===== config.mk =====
export PLATFORM = sky130hd
export DESIGN_NAME = aof_formatter
export DESIGN_NICKNAME = d
export VERILOG_FILES = /design/src/aof_pkg.sv /design/src/aof_formatter.sv
export SDC_FILE = /design/constraint.sdc
export NUM_CORES = 2
export LEC_CHECK = 0
export BUFFER_PORTS_ARGS = -buffer_cell sky130_fd_sc_hd__buf_4
export CAP_MARGIN = 10
export CORE_ASPECT_RATIO = 0.5
export CORE_MARGIN = 1.5
export CORE_UTILIZATION = 30
export DETAILED_ROUTE_END_ITERATION = 6
export HOLD_SLACK_MARGIN = 0.03
export PLACE_DENSITY_LB_ADDON = 0.15
export SETUP_SLACK_MARGIN = 0.3
export SYNTH_ARGS = -nofsm -noshare
export SYNTH_HDL_FRONTEND = slang
export SYNTH_HIERARCHICAL = 1
export SYNTH_SLANG_ARGS = --single-unit

===== constraint.sdc =====
create_clock -name ref_clk -period 7.7 [get_ports ref_clk]
set_input_delay 2.31 -clock ref_clk [delete_from_list [all_inputs] [get_ports ref_clk]]
set_output_delay 2.31 -clock ref_clk [all_outputs]
set_load 0.005 [all_outputs]

===== src/aof_pkg.sv =====
package aof_pkg;

    // Sample and word layout
    localparam int unsigned SAMPLE_W = 12;
    localparam int unsigned PRBS_W = 7;
    localparam logic [6:0] PRBS_SEED = 7'h7F;

    // Serial port framing: 8 address bits then 16 data bits
    localparam int unsigned SPI_ADDR_BITS = 8;
    localparam int unsigned SPI_FRAME_BITS = 24;
    localparam int unsigned REG_W = 16;

    // Register addresses (7-bit, address MSB is the write flag)
    localparam logic [6:0] ADDR_CHIP_CONTROL = 7'h04;
    localparam logic [6:0] ADDR_CM_A = 7'h1E;
    localparam logic [6:0] ADDR_RIN_A = 7'h1F;
    localparam logic [6:0] ADDR_CM_B = 7'h3D;
    localparam logic [6:0] ADDR_RIN_B = 7'h3E;
    localparam logic [6:0] ADDR_PATTERN = 7'h63;
    localparam logic [6:0] ADDR_FLAG_CFG = 7'h64;
    localparam logic [6:0] ADDR_DEMUX = 7'h68;

    // Chip control fields
    localparam int unsigned CC_SYNC_SWING_BIT = 8;
    localparam int unsigned CC_TRIG_EN_BIT = 7;
    localparam int unsigned CC_FULL_SWING_BIT = 6;
    localparam int unsigned CC_BANDWIDTH_BIT = 5;
    localparam int unsigned CC_CAL_COLD_BIT = 3;
    localparam logic [15:0] CC_RESET = 16'h0030;
    localparam logic [15:0] CC_WMASK = 16'h01E8;
    localparam logic [15:0] CC_FIXED = 16'h0010;

    // Trim fields
    localparam int unsigned TRIM_W = 5;
    localparam logic [4:0] TRIM_RESET = 5'h10;

    // Flag selector and pattern fields
    localparam int unsigned FU2_SEL_LSB = 2;
    localparam int unsigned FU1_SEL_LSB = 0;
    localparam int unsigned SEL_W = 2;
    localparam int unsigned PAT_W = 2;
    localparam logic [3:0] FLAG_CFG_RESET = 4'h0;
    localparam logic [1:0] PAT_RESET = 2'h0;
    localparam logic DEMUX_RESET = 1'b0;

    // Back-pressure margin covering the input delay line and ready register
    localparam int unsigned FIFO_MARGIN = 5;

    typedef enum logic [1:0] {
        SEL_IN_RANGE = 2'b00,
        SEL_PARITY = 2'b01,
        SEL_TRIGGER = 2'b10,
        SEL_UNUSED = 2'b11
    } aof_sel_e;

    typedef enum logic [1:0] {
        PAT_DATA = 2'b00,
        PAT_XOR = 2'b01,
        PAT_UNUSED = 2'b10,
        PAT_ONLY = 2'b11
    } aof_pat_e;

    typedef struct packed {
        logic trig;
        logic sat_b;
        logic [SAMPLE_W-1:0] b;
        logic sat_a;
        logic [SAMPLE_W-1:0] a;
    } aof_word_s;

endpackage : aof_pkg


===== src/aof_formatter.sv =====
`timescale 1ns/1ps

////////////////////////////////////////////////////////////////////////////////
module aof_fifo #(
    parameter int unsigned WIDTH = 27,
    parameter int unsigned DEPTH = 32
) (
    input wire logic clk,
    input wire logic rstn,
    input wire logic in_valid,
    output logic in_ready,
    input wire logic [WIDTH-1:0] in_data,
    output logic out_valid,
    input wire logic out_ready,
    output logic [WIDTH-1:0] out_data,
    output logic [$clog2(DEPTH):0] level
);
    localparam int unsigned AW = $clog2(DEPTH);

    typedef struct packed {
        logic [DEPTH-1:0][WIDTH-1:0] mem;
        logic [AW-1:0] wr;
        logic [AW-1:0] rd;
        logic [AW:0] cnt;
    } aof_fifo_s;

    aof_fifo_s st;
    aof_fifo_s next_st;
    logic push;
    logic pop;

    // Honest flags straight from the count
    assign in_ready = (st.cnt != (AW+1)'(DEPTH));
    assign out_valid = (st.cnt != '0);
    assign out_data = st.mem[st.rd];
    assign level = st.cnt;
    assign push = in_valid && in_ready;
    assign pop = out_valid && out_ready;

    // Pointer and count update
    always_comb begin
        next_st = st;
        if (push) begin
            next_st.mem[st.wr] = in_data;
            next_st.wr = (st.wr == AW'(DEPTH - 1)) ? '0 : st.wr + 1'b1;
        end
        if (pop) begin
            next_st.rd = (st.rd == AW'(DEPTH - 1)) ? '0 : st.rd + 1'b1;
        end
        next_st.cnt = st.cnt + (AW+1)'(push) - (AW+1)'(pop);
    end

    // State register
    always_ff @(posedge clk or negedge rstn) begin
        if (!rstn) begin
            st <= '0;
        end else begin
            st <= next_st;
        end
    end
endmodule : aof_fifo

////////////////////////////////////////////////////////////////////////////////
module aof_formatter #(
    parameter int unsigned FIFO_DEPTH = 32
) (
    input wire logic ref_clk,
    input wire logic rstn,
    input wire logic spi_sclk,
    input wire logic spi_csn,
    input wire logic spi_mosi,
    output logic spi_miso,
    output logic spi_miso_oe,
    input wire logic [11:0] chan_a_sample,
    input wire logic chan_a_saturated,
    input wire logic [11:0] chan_b_sample,
    input wire logic chan_b_saturated,
    input wire logic sample_valid,
    output logic sample_ready,
    input wire logic sync_or_trigger_input,
    input wire logic link_ready,
    output logic [11:0] out_a_hi,
    output logic [11:0] out_a_lo,
    output logic [11:0] out_b_hi,
    output logic [11:0] out_b_lo,
    output logic flag_bit_one_a,
    output logic flag_bit_two_a,
    output logic flag_bit_one_b,
    output logic flag_bit_two_b,
    output logic data_ready,
    output logic sync_reset_pulse,
    output logic trigger_mode,
    output logic output_full_swing_bit,
    output logic sync_out_full_swing,
    output logic bandwidth_nominal_bit,
    output logic temp_cal_cold,
    output logic [4:0] chan_a_common_mode_trim,
    output logic [4:0] chan_a_impedance_trim,
    output logic [4:0] chan_b_common_mode_trim,
    output logic [4:0] chan_b_impedance_trim
);
    localparam int unsigned WW = $bits(aof_pkg::aof_word_s);
    localparam int unsigned RW = WW - 1;

    typedef struct packed {
        logic [1:0] sclk_sy;
        logic [1:0] csn_sy;
        logic [1:0] mosi_sy;
        logic [1:0] rdy_sy;
        logic [1:0] sync_sy;
        logic sclk_prev;
        logic sync_prev;
        logic [4:0] bit_cnt;
        logic [23:0] shift;
        logic [15:0] rd_shift;
        logic miso;
        logic miso_oe;
        logic [15:0] chip_ctrl;
        logic [4:0] cm_a;
        logic [4:0] rin_a;
        logic [4:0] cm_b;
        logic [4:0] rin_b;
        logic [1:0] pat;
        logic [3:0] fu_cfg;
        logic dmux;
        logic [1:0][RW-1:0] d_word;
        logic [1:0] d_valid;
        logic s_ready;
        aof_pkg::aof_word_s hold;
        logic hold_v;
        logic [6:0] lfsr;
        logic [11:0] a_hi;
        logic [11:0] a_lo;
        logic [11:0] b_hi;
        logic [11:0] b_lo;
        logic [3:0] flags;
        logic drdy;
        logic sync_pulse;
    } aof_state_s;

    aof_state_s st;
    aof_state_s next_st;
    aof_pkg::aof_word_s fifo_in;
    aof_pkg::aof_word_s fifo_out;
    aof_pkg::aof_word_s hi_w;
    aof_pkg::aof_word_s lo_w;
    logic fifo_in_ready;
    logic fifo_out_valid;
    logic [$clog2(FIFO_DEPTH):0] fifo_level;
    logic pop;
    logic emit;
    logic prbs_bit;

    ////////////////////////////////////////////////////////////////////////////
    // Register read mux; unmapped addresses read zero
    function automatic logic [15:0] reg_read(input aof_state_s s, input logic [6:0] a);
        logic [15:0] v;
        v = '0;
        unique case (a)
            aof_pkg::ADDR_CHIP_CONTROL: v = s.chip_ctrl;
            aof_pkg::ADDR_CM_A: v = {11'h000, s.cm_a};
            aof_pkg::ADDR_RIN_A: v = {11'h000, s.rin_a};
            aof_pkg::ADDR_CM_B: v = {11'h000, s.cm_b};
            aof_pkg::ADDR_RIN_B: v = {11'h000, s.rin_b};
            aof_pkg::ADDR_PATTERN: v = {14'h0000, s.pat};
            aof_pkg::ADDR_FLAG_CFG: v = {12'h000, s.fu_cfg};
            aof_pkg::ADDR_DEMUX: v = {15'h0000, s.dmux};
            default: v = '0;
        endcase
        return v;
    endfunction : reg_read

    // Flag value for one selector on one channel sample
    function automatic logic flag_val(input logic [1:0] sel, input logic sat, input logic [11:0] d,
                                      input logic trig, input logic trigger_enable_bit);
        logic f;
        f = 1'b0;
        unique case (aof_pkg::aof_sel_e'(sel))
            aof_pkg::SEL_IN_RANGE: f = ~sat;
            aof_pkg::SEL_PARITY: f = ^d;
            aof_pkg::SEL_TRIGGER: f = trig & trigger_enable_bit;
            aof_pkg::SEL_UNUSED: f = 1'b0;
        endcase
        return f;
    endfunction : flag_val

    // Pattern stage on data plus two flags
    function automatic logic [13:0] apply_pat(input logic [1:0] pat, input logic [13:0] v, input logic pb);
        logic [13:0] r;
        r = v;
        unique case (aof_pkg::aof_pat_e'(pat))
            aof_pkg::PAT_DATA: r = v;
            aof_pkg::PAT_XOR: r = v ^ {14{pb}};
            aof_pkg::PAT_UNUSED: r = v;
            aof_pkg::PAT_ONLY: r = {14{pb}};
        endcase
        return r;
    endfunction : apply_pat

    ////////////////////////////////////////////////////////////////////////////
    // Sample buffer between the delay line and the output formatter
    assign fifo_in = {st.sync_sy[1], st.d_word[1]};
    assign pop = fifo_out_valid && st.rdy_sy[1];
    assign prbs_bit = st.lfsr[6];

    aof_fifo #(
        .WIDTH(WW),
        .DEPTH(FIFO_DEPTH)
    ) u_fifo (
        .clk(ref_clk),
        .rstn(rstn),
        .in_valid(st.d_valid[1]),
        .in_ready(fifo_in_ready),
        .in_data(fifo_in),
        .out_valid(fifo_out_valid),
        .out_ready(st.rdy_sy[1]),
        .out_data(fifo_out),
        .level(fifo_level)
    );

    ////////////////////////////////////////////////////////////////////////////
    // Next-state logic: serial port, delay line, output formatter
    always_comb begin
        logic [23:0] full;
        logic rise;
        logic fall;
        logic [13:0] a_hi_v;
        logic [13:0] b_hi_v;
        logic [13:0] a_lo_v;
        logic [13:0] b_lo_v;
        logic trigger_enable_bit;
        full = '0;
        rise = 1'b0;
        fall = 1'b0;
        a_hi_v = '0;
        b_hi_v = '0;
        a_lo_v = '0;
        b_lo_v = '0;
        next_st = st;
        hi_w = fifo_out;
        lo_w = '0;
        emit = 1'b0;
        trigger_enable_bit = st.chip_ctrl[aof_pkg::CC_TRIG_EN_BIT];

        // Pin synchronisers, stage 0 only feeds stage 1
        next_st.sclk_sy = {st.sclk_sy[0], spi_sclk};
        next_st.csn_sy = {st.csn_sy[0], spi_csn};
        next_st.mosi_sy = {st.mosi_sy[0], spi_mosi};
        next_st.rdy_sy = {st.rdy_sy[0], link_ready};
        next_st.sync_sy = {st.sync_sy[0], sync_or_trigger_input};
        next_st.sclk_prev = st.sclk_sy[1];
        next_st.sync_prev = st.sync_sy[1];
        rise = st.sclk_sy[1] & ~st.sclk_prev;
        fall = ~st.sclk_sy[1] & st.sclk_prev;
        full = {st.shift[22:0], st.mosi_sy[1]};

        // Serial register port, mode 0
        if (st.csn_sy[1]) begin
            next_st.bit_cnt = '0;
            next_st.miso_oe = 1'b0;
        end else begin
            next_st.miso_oe = 1'b1;
            if (rise && st.bit_cnt != 5'(aof_pkg::SPI_FRAME_BITS)) begin
                next_st.shift = full;
                next_st.bit_cnt = st.bit_cnt + 5'h01;
                if (st.bit_cnt == 5'(aof_pkg::SPI_ADDR_BITS - 1) && !full[7]) begin
                    next_st.rd_shift = reg_read(st, full[6:0]);
                end
                if (st.bit_cnt == 5'(aof_pkg::SPI_FRAME_BITS - 1) && full[23]) begin
                    unique case (full[22:16])
                        aof_pkg::ADDR_CHIP_CONTROL: next_st.chip_ctrl = (full[15:0] & aof_pkg::CC_WMASK)
                                                                  | aof_pkg::CC_FIXED;
                        aof_pkg::ADDR_CM_A: next_st.cm_a = full[4:0];
                        aof_pkg::ADDR_RIN_A: next_st.rin_a = full[4:0];
                        aof_pkg::ADDR_CM_B: next_st.cm_b = full[4:0];
                        aof_pkg::ADDR_RIN_B: next_st.rin_b = full[4:0];
                        aof_pkg::ADDR_PATTERN: next_st.pat = full[1:0];
                        aof_pkg::ADDR_FLAG_CFG: next_st.fu_cfg = full[3:0];
                        aof_pkg::ADDR_DEMUX: next_st.dmux = full[0];
                        default: next_st.dmux = st.dmux;
                    endcase
                end
            end
            if (fall && st.bit_cnt >= 5'(aof_pkg::SPI_ADDR_BITS)) begin
                next_st.miso = st.rd_shift[15];
                next_st.rd_shift = {st.rd_shift[14:0], 1'b0};
            end
        end

        // Data delay equal to the trigger synchroniser depth
        next_st.d_word = {st.d_word[0], chan_b_saturated, chan_b_sample, chan_a_saturated, chan_a_sample};
        next_st.d_valid = {st.d_valid[0], sample_valid & st.s_ready};
        next_st.s_ready = (fifo_level <= ($clog2(FIFO_DEPTH)+1)'(FIFO_DEPTH - aof_pkg::FIFO_MARGIN));

        // Synchronisation event only outside trigger mode
        next_st.sync_pulse = st.sync_sy[1] & ~st.sync_prev & ~trigger_enable_bit;

        // Word assembly
        if (!st.dmux) begin
            next_st.hold_v = 1'b0;
            emit = pop;
        end else if (pop) begin
            if (!st.hold_v) begin
                next_st.hold = fifo_out;
                next_st.hold_v = 1'b1;
            end else begin
                hi_w = st.hold;
                lo_w = fifo_out;
                next_st.hold_v = 1'b0;
                emit = 1'b1;
            end
        end

        // Flags share selectors across channels and travel with the sample
        a_hi_v[11:0] = hi_w.a;
        b_hi_v[11:0] = hi_w.b;
        a_hi_v[12] = flag_val(st.fu_cfg[1:0], hi_w.sat_a, hi_w.a, hi_w.trig, trigger_enable_bit);
        b_hi_v[12] = flag_val(st.fu_cfg[1:0], hi_w.sat_b, hi_w.b, hi_w.trig, trigger_enable_bit);
        a_lo_v[11:0] = lo_w.a;
        b_lo_v[11:0] = lo_w.b;
        if (!st.dmux) begin
            a_hi_v[13] = flag_val(st.fu_cfg[3:2], hi_w.sat_a, hi_w.a, hi_w.trig, trigger_enable_bit);
            b_hi_v[13] = flag_val(st.fu_cfg[3:2], hi_w.sat_b, hi_w.b, hi_w.trig, trigger_enable_bit);
        end else begin
            a_hi_v[13] = flag_val(st.fu_cfg[3:2], lo_w.sat_a, lo_w.a, lo_w.trig, trigger_enable_bit);
            b_hi_v[13] = flag_val(st.fu_cfg[3:2], lo_w.sat_b, lo_w.b, lo_w.trig, trigger_enable_bit);
        end

        // Output register and generator step
        if (emit) begin
            a_hi_v = apply_pat(st.pat, a_hi_v, prbs_bit);
            b_hi_v = apply_pat(st.pat, b_hi_v, prbs_bit);
            a_lo_v = st.dmux ? apply_pat(st.pat, {2'b00, lo_w.a}, prbs_bit) : '0;
            b_lo_v = st.dmux ? apply_pat(st.pat, {2'b00, lo_w.b}, prbs_bit) : '0;
            next_st.a_hi = a_hi_v[11:0];
            next_st.b_hi = b_hi_v[11:0];
            next_st.a_lo = a_lo_v[11:0];
            next_st.b_lo = b_lo_v[11:0];
            next_st.flags = {b_hi_v[13], b_hi_v[12], a_hi_v[13], a_hi_v[12]};
            next_st.lfsr = {st.lfsr[5:0], st.lfsr[6] ^ st.lfsr[5]};
        end
        next_st.drdy = emit;
    end

    // State register with documented reset values
    always_ff @(posedge ref_clk or negedge rstn) begin
        if (!rstn) begin
            st <= '0;
            st.sclk_sy <= 2'h3;
            st.csn_sy <= 2'h3;
            st.sclk_prev <= 1'b1;
            st.chip_ctrl <= aof_pkg::CC_RESET;
            st.cm_a <= aof_pkg::TRIM_RESET;
            st.rin_a <= aof_pkg::TRIM_RESET;
            st.cm_b <= aof_pkg::TRIM_RESET;
            st.rin_b <= aof_pkg::TRIM_RESET;
            st.pat <= aof_pkg::PAT_RESET;
            st.fu_cfg <= aof_pkg::FLAG_CFG_RESET;
            st.dmux <= aof_pkg::DEMUX_RESET;
            st.lfsr <= aof_pkg::PRBS_SEED;
        end else begin
            st <= next_st;
        end
    end

    ////////////////////////////////////////////////////////////////////////////
    // Outputs straight from the state register
    assign spi_miso = st.miso;
    assign spi_miso_oe = st.miso_oe;
    assign sample_ready = st.s_ready;
    assign out_a_hi = st.a_hi;
    assign out_a_lo = st.a_lo;
    assign out_b_hi = st.b_hi;
    assign out_b_lo = st.b_lo;
    assign {flag_bit_two_b, flag_bit_one_b, flag_bit_two_a, flag_bit_one_a} = st.flags;
    assign data_ready = st.drdy;
    assign sync_reset_pulse = st.sync_pulse;
    assign trigger_mode = st.chip_ctrl[aof_pkg::CC_TRIG_EN_BIT];
    assign output_full_swing_bit = st.chip_ctrl[aof_pkg::CC_FULL_SWING_BIT];
    assign sync_out_full_swing = st.chip_ctrl[aof_pkg::CC_SYNC_SWING_BIT];
    assign bandwidth_nominal_bit = st.chip_ctrl[aof_pkg::CC_BANDWIDTH_BIT];
    assign temp_cal_cold = st.chip_ctrl[aof_pkg::CC_CAL_COLD_BIT];
    assign chan_a_common_mode_trim = st.cm_a;
    assign chan_a_impedance_trim = st.rin_a;
    assign chan_b_common_mode_trim = st.cm_b;
    assign chan_b_impedance_trim = st.rin_b;
endmodule : aof_formatter


==> Word level (Yosys, flattened, before mapping) <==
Cells that the tools add are included.
{ "word_totals": {"ff_bits": 1115, "latchBits": 0, "ramBits": 0, "romBits": 0, "output_inout_bits": 82, "wordCells": 207, "n_memories": 0} }
{ "op_classes": {"add_sub_neg": 5, "multipliers": 0, "n_div": 0, "order_cmp": 5, "eq_ne": 32, "n_shift": 0, "mux": 39, "n_bitwise": 21, "n_reduce_logical": 32} }
{ "ops": {"columns": ["cell", "count"], "rows": [
  ["$bwmux W864", 1],
  ["$mux W27", 8],
  ["$bmux W27 S5", 1],
  ["$demux W27 S5", 1],
  ["$pmux W14 S3", 2],
  ["$pmux W12 S3", 2],
  ["$pmux W9 S8", 1],
  ["$reduce_xor A12 Y1", 4],
  ["$mux W45", 1],
  ["$eq A7 B7 Y1 const B", 6],
  ["$reduce_and A4 Y1", 8],
  ["$eq A7 B5 Y1 const B", 4],
  ["$eq A7 B6 Y1 const B", 4],
  ["$xor A14 B14 Y14", 2],
  ["$mux W12", 2],
  ["$pmux W1 S4", 6],
  ["$xor A12 B12 Y12", 2],
  ["$mux W17", 1],
  ["$mux W16", 1],
  ["$add A5 B1 Y5 const B", 3],
  ["$eq A5 B5 Y1 const B", 3],
  ["$mux W5", 3],
  ["$eq A7 B3 Y1 const B", 2],
  ["$eq A2 B2 Y1 const B", 6],
  ["23 further kinds", 60]
]} }

==> Longest topological paths before layout <==
{ "logic_depth": {"ltp_word": 10, "depth_mapped": 15, "ltp_nobuf": 13} }

==> Cells and area by module <==
The synthesis kept the hierarchy.
{ "by_module_without_submodules": {"columns": ["mod", "n_inst", "cells_each", "area_per_inst_um2", "seq_area_each_um2"], "rows": [
  ["aof_fifo", 1, 2582, 40212.3, 22021.1],
  ["aof_formatter", 1, 956, 10600.2, 5876.9]
]} }

==> Worst setup path before layout <==
Ideal clock, no wire load.
{ "synth_path": {"path_type": "register to register", "from": "reg u_fifo/st[6] (netlist bit)", "to": "reg st, in the netlist flag_bit_two_b", "setup_ps": 131, "t_arrival_ps": 3180, "t_required_ps": 7569, "path_slack_ps": 4389, "stages_incl_launch_ff": 14, "path_buffers": 3, "synth_period_minus_slack_ps": 3311, "cell_sequence": "dfrtp_1 -> buf_4 -> buf_2 -> buf_4 -> mux4_2 -> a211oi_1 -> a21oi_1 -> xor2_1 -> xnor2_1 -> xnor3_2 -> o211ai_1 -> o311ai_2 -> xnor2_1 -> o21ai_1"} }
{ "synth_lines": {"columns": ["item", "line_no", "text"], "rows": [
  ["start: declaration", "aof_formatter.sv:27", "aof_fifo_s st;"],
  ["start signal: assignment", "aof_formatter.sv:58", "st <= next_st;"],
  ["end signal: assignment", "aof_formatter.sv:362", "st <= next_st;"],
  ["end: declaration", "aof_formatter.sv:141", "aof_state_s st;"]
]} }

==> flow_metrics.tcl <==
set metrics [dict create \
    result_of_the_run "completed" \
    timing.critical_path.fanout_max 52 \
    dp_hpwl_um 86500 \
    power.ir.vdd_worst_mv 0.238 \
    min_path_type "reg -> reg" \
    fp.dieArea_sq_mm 0.172 \
    critPathTopFamily "compound AO/OA/AOI/OAI gates" \
    skew_ns 0.0352 \
    place_ws_ns 2.23 \
    worst_skew_pair.late_latency_ns 0.74 \
    finalHoldViolations 0 \
    syn-num-nets 3589 \
    initial_core_util_pct 30.3 \
    root_buffer "clkbuf_16" \
    cp.depth 12 \
    io_buffer_count 115 \
    cts_tree "done" \
    final_cell_area_sq_mm 0.0573 \
    maxClockFrequency_mhz 181 \
    clk_path_buf_depth 3 \
    final_critical_path_setup_slack_ns 2.17 \
    post_synth.cell_area_avg_sq_um 14.4 \
    hold_path_depth 0 \
    power.net_switching_mw 6.51 \
    unrepaired_setup_endpoints_after_global_routing "false" \
    cts_hold_buffers 0 \
    post_route_antenna_net_violation_count 0 \
    combinationalPowerShare_pct 30.0 \
    antenna_found_initial 1 \
    num-fill-cells 16289 \
    ios 116 \
    dp.cells 5642 \
    die_width_um 585 \
    groute.usage.overall_pct 17.2 \
    cts.htree.levels 3 \
    synth_cells 3536 \
    cp_common_cell "xnor2_1" \
    final_tns_setup_ns 0 \
    number_of_pins_with_negative_max_slew_slack_in_the_final_report 0 \
    critPathRequiredTime_ns 8.29 \
    worst_path_buf_inv 1 \
    layout_worst_path_cycle_share_pct 71.8 \
    vias 29386 \
    slowest_stage_delay_on_critical_path_ns 0.90 \
    worst-endpoint-arrival_ns 6.12 \
    clock_sinks 1114 \
    total_power_mw 19.6 \
    share_clk_of_total_power_pct 29.3 \
    dieHeight_um 294 \
    final_routed_wirelength_across_all_metal_layers_um 147000 \
    post-cts-setup-buffer-count 0 \
    reg2reg_depth 12 \
    cts.reportedPaths.clkPinSlew_ns 0.06 \
    leakage_nw 26.6 \
    sw_share_pct 33.3 \
    max_capacitance_violation_total 0 \
    finalWeightedCongestion 0.759 \
    maximum_number_of_pins_on_one_net_before_global_route_repair 159 \
    setup_viol 0 \
    post_drt_wl_per_cell_um 25.1 \
    vias_in_the_first_global_route 30859 \
    vias_per_cell 5.01 \
    mappedNetlistArea_sq_mm 0.0508 \
    worstPathCellList "buf_4, mux4_2, a22o_1, a211oi_1, a21oi_1, xnor2_1, xnor2_1, xnor3_2, o211ai_1, o311ai_2, xnor2_1, o21ai_1" \
    coreArea_sq_mm 0.168 \
    yosysWarnings 6 \
    power_density_mw_per_mm2 342 \
    crit_path_top_delay_cell "dfrtp_4" \
    seqPwrFrac_pct 40.6 \
    worst_max_slew_pin_slew_ns 1.22 \
    numCtsBuffers 113 \
    worstSetupPathType "reg -> reg" \
    drt_pre_antenna_iters 5 \
    std_cell_rows 106 \
    slew_headroom_pct 18.3 \
    timing.final.crit_period_ns 5.53 \
    drt-initial-drc-count 1808 \
    worst_setup_path_end_kind "flip-flop" \
    final_cells 5867 \
    final_nets 3550 \
    post_cts_resize_count 0 \
    drc_errors 0 \
    dpl_cell_area_sq_mm 0.0532 \
    intPower_mw 13.1 \
    grt.overflow.total 0 \
    grt_pass1_wl_um 217000 \
    drive_above_1_share_pct 43.5 \
    area_delta_synth_final_pct 12.7 \
    critPathLaunchType "flip-flop" \
]
[power groups by stage]
stage                     sequential (mW)  combinational [mW]  clock, mW
final                                7.96                5.88       5.74
after detailed placement             8.08                5.90          0
after global routing                 8.11                6.30       6.18
after global placement               8.05                5.83          0
after floorplan                      7.55                4.17          0
after CTS                            7.97                5.92       5.93
[layout by cell type, fill, tap and decap left out, types with 5 or more instances in the layout]
| cell | instances |
|---|---|
| clkbuf_16 | 115 |
| a221oi_1 | 9 |
| nand2_2 | 26 |
| inv_1 | 19 |
| mux2_2 | 933 |
| mux2_1 | 14 |
| nand3_1 | 16 |
| mux2i_1 | 120 |
| dfstp_2 | 17 |
| clkbuf_8 | 27 |
| nor2b_4 | 8 |
| buf_4 | 190 |
| buf_12 | 8 |
| a21oi_1 | 92 |
| a22oi_1 | 33 |
| o221ai_1 | 54 |
| clkbuf_1 | 34 |
| mux4_2 | 162 |
| and3_1 | 7 |
| ha_1 | 18 |
| clkinv_2 | 20 |
| nor3_1 | 9 |
| o21ai_0 | 65 |
| a211oi_1 | 28 |
| a22o_1 | 28 |
| xor2_1 | 33 |
| nand2b_1 | 5 |
| nand4_1 | 5 |
| xnor2_1 | 66 |
| nor2_1 | 35 |
| o211ai_1 | 5 |
| dfrtp_1 | 1094 |
| nand2_1 | 194 |
| bufinv_16 | 9 |
[metal layers]
| metal | part of all wire [%] | track usage [%] | up-vias | wire length (um) |
|---|---|---|---|---|
| li1 | - | - | 12732 | - |
| met1 | 48 | 24.7 | 15923 | 70900 |
| met2 | 45 | 26.8 | 545 | 66400 |
| met3 | 4.4 | 3.21 | 186 | 6540 |
| met4 | 2.2 | 4.00 | 0 | 3280 |
| met5 | 0 | 0 | - | 0 |
[metrics by stage]
stage | hold slack [ns] | util [%]
final | 0.322 | 34.2
after global routing | 0.339 | 34.1
after CTS | 0.321 | 34.1
after detailed placement | 0.335 | 31.8
after global placement | 0.332 | 31.8
after floorplan | 0.331 | -
[area by class of cell]
type	count	area (sq um)	area share [%]
Sequential cell	1114	27900	48.7
Multi-Input combinational cell	2037	20800	36.3
Clock buffer	176	3380	5.90
Tap cell	2268	2840	4.96
Timing Repair Buffer	207	1760	3.08
Clock inverter	37	459	0.802
Inverter	24	90.1	0.157
Antenna cell	4	10.0	0.0175
[final timing paths]
path	start	end	slack, ns
worst max-delay path	u_fifo/st[8]$_DFFE_PN0P_	flag_bit_two_b$_DFFE_PN0P_	2.17
worst min-delay path	next_st[137]$_DFF_PN0_	fifo_in[19]$_DFF_PN0_	0.32
worst max register to register	u_fifo/st[8]$_DFFE_PN0P_	flag_bit_two_b$_DFFE_PN0P_	2.17
worst min register to register	next_st[137]$_DFF_PN0_	fifo_in[19]$_DFF_PN0_	0.32
max in group asynchronous	rstn	u_fifo/st[510]$_DFFE_PN0P_	4.34
min in group asynchronous	rstn	u_fifo/st[680]$_DFFE_PN0P_	1.56
[registers in the layout, summed over array words and instances, names as in the netlist, 5 cells and up]
signal	count
chan_a_common_mode_trim	5
chan_a_impedance_trim	5
chan_b_common_mode_trim	5
chan_b_impedance_trim	5
fifo_in	27
next_st	33
out_a_hi	12
out_a_lo	12
out_b_hi	12
out_b_lo	12
st	91
u_fifo/level	6
u_fifo/st	874
Power figures use the tool's default switching activity.
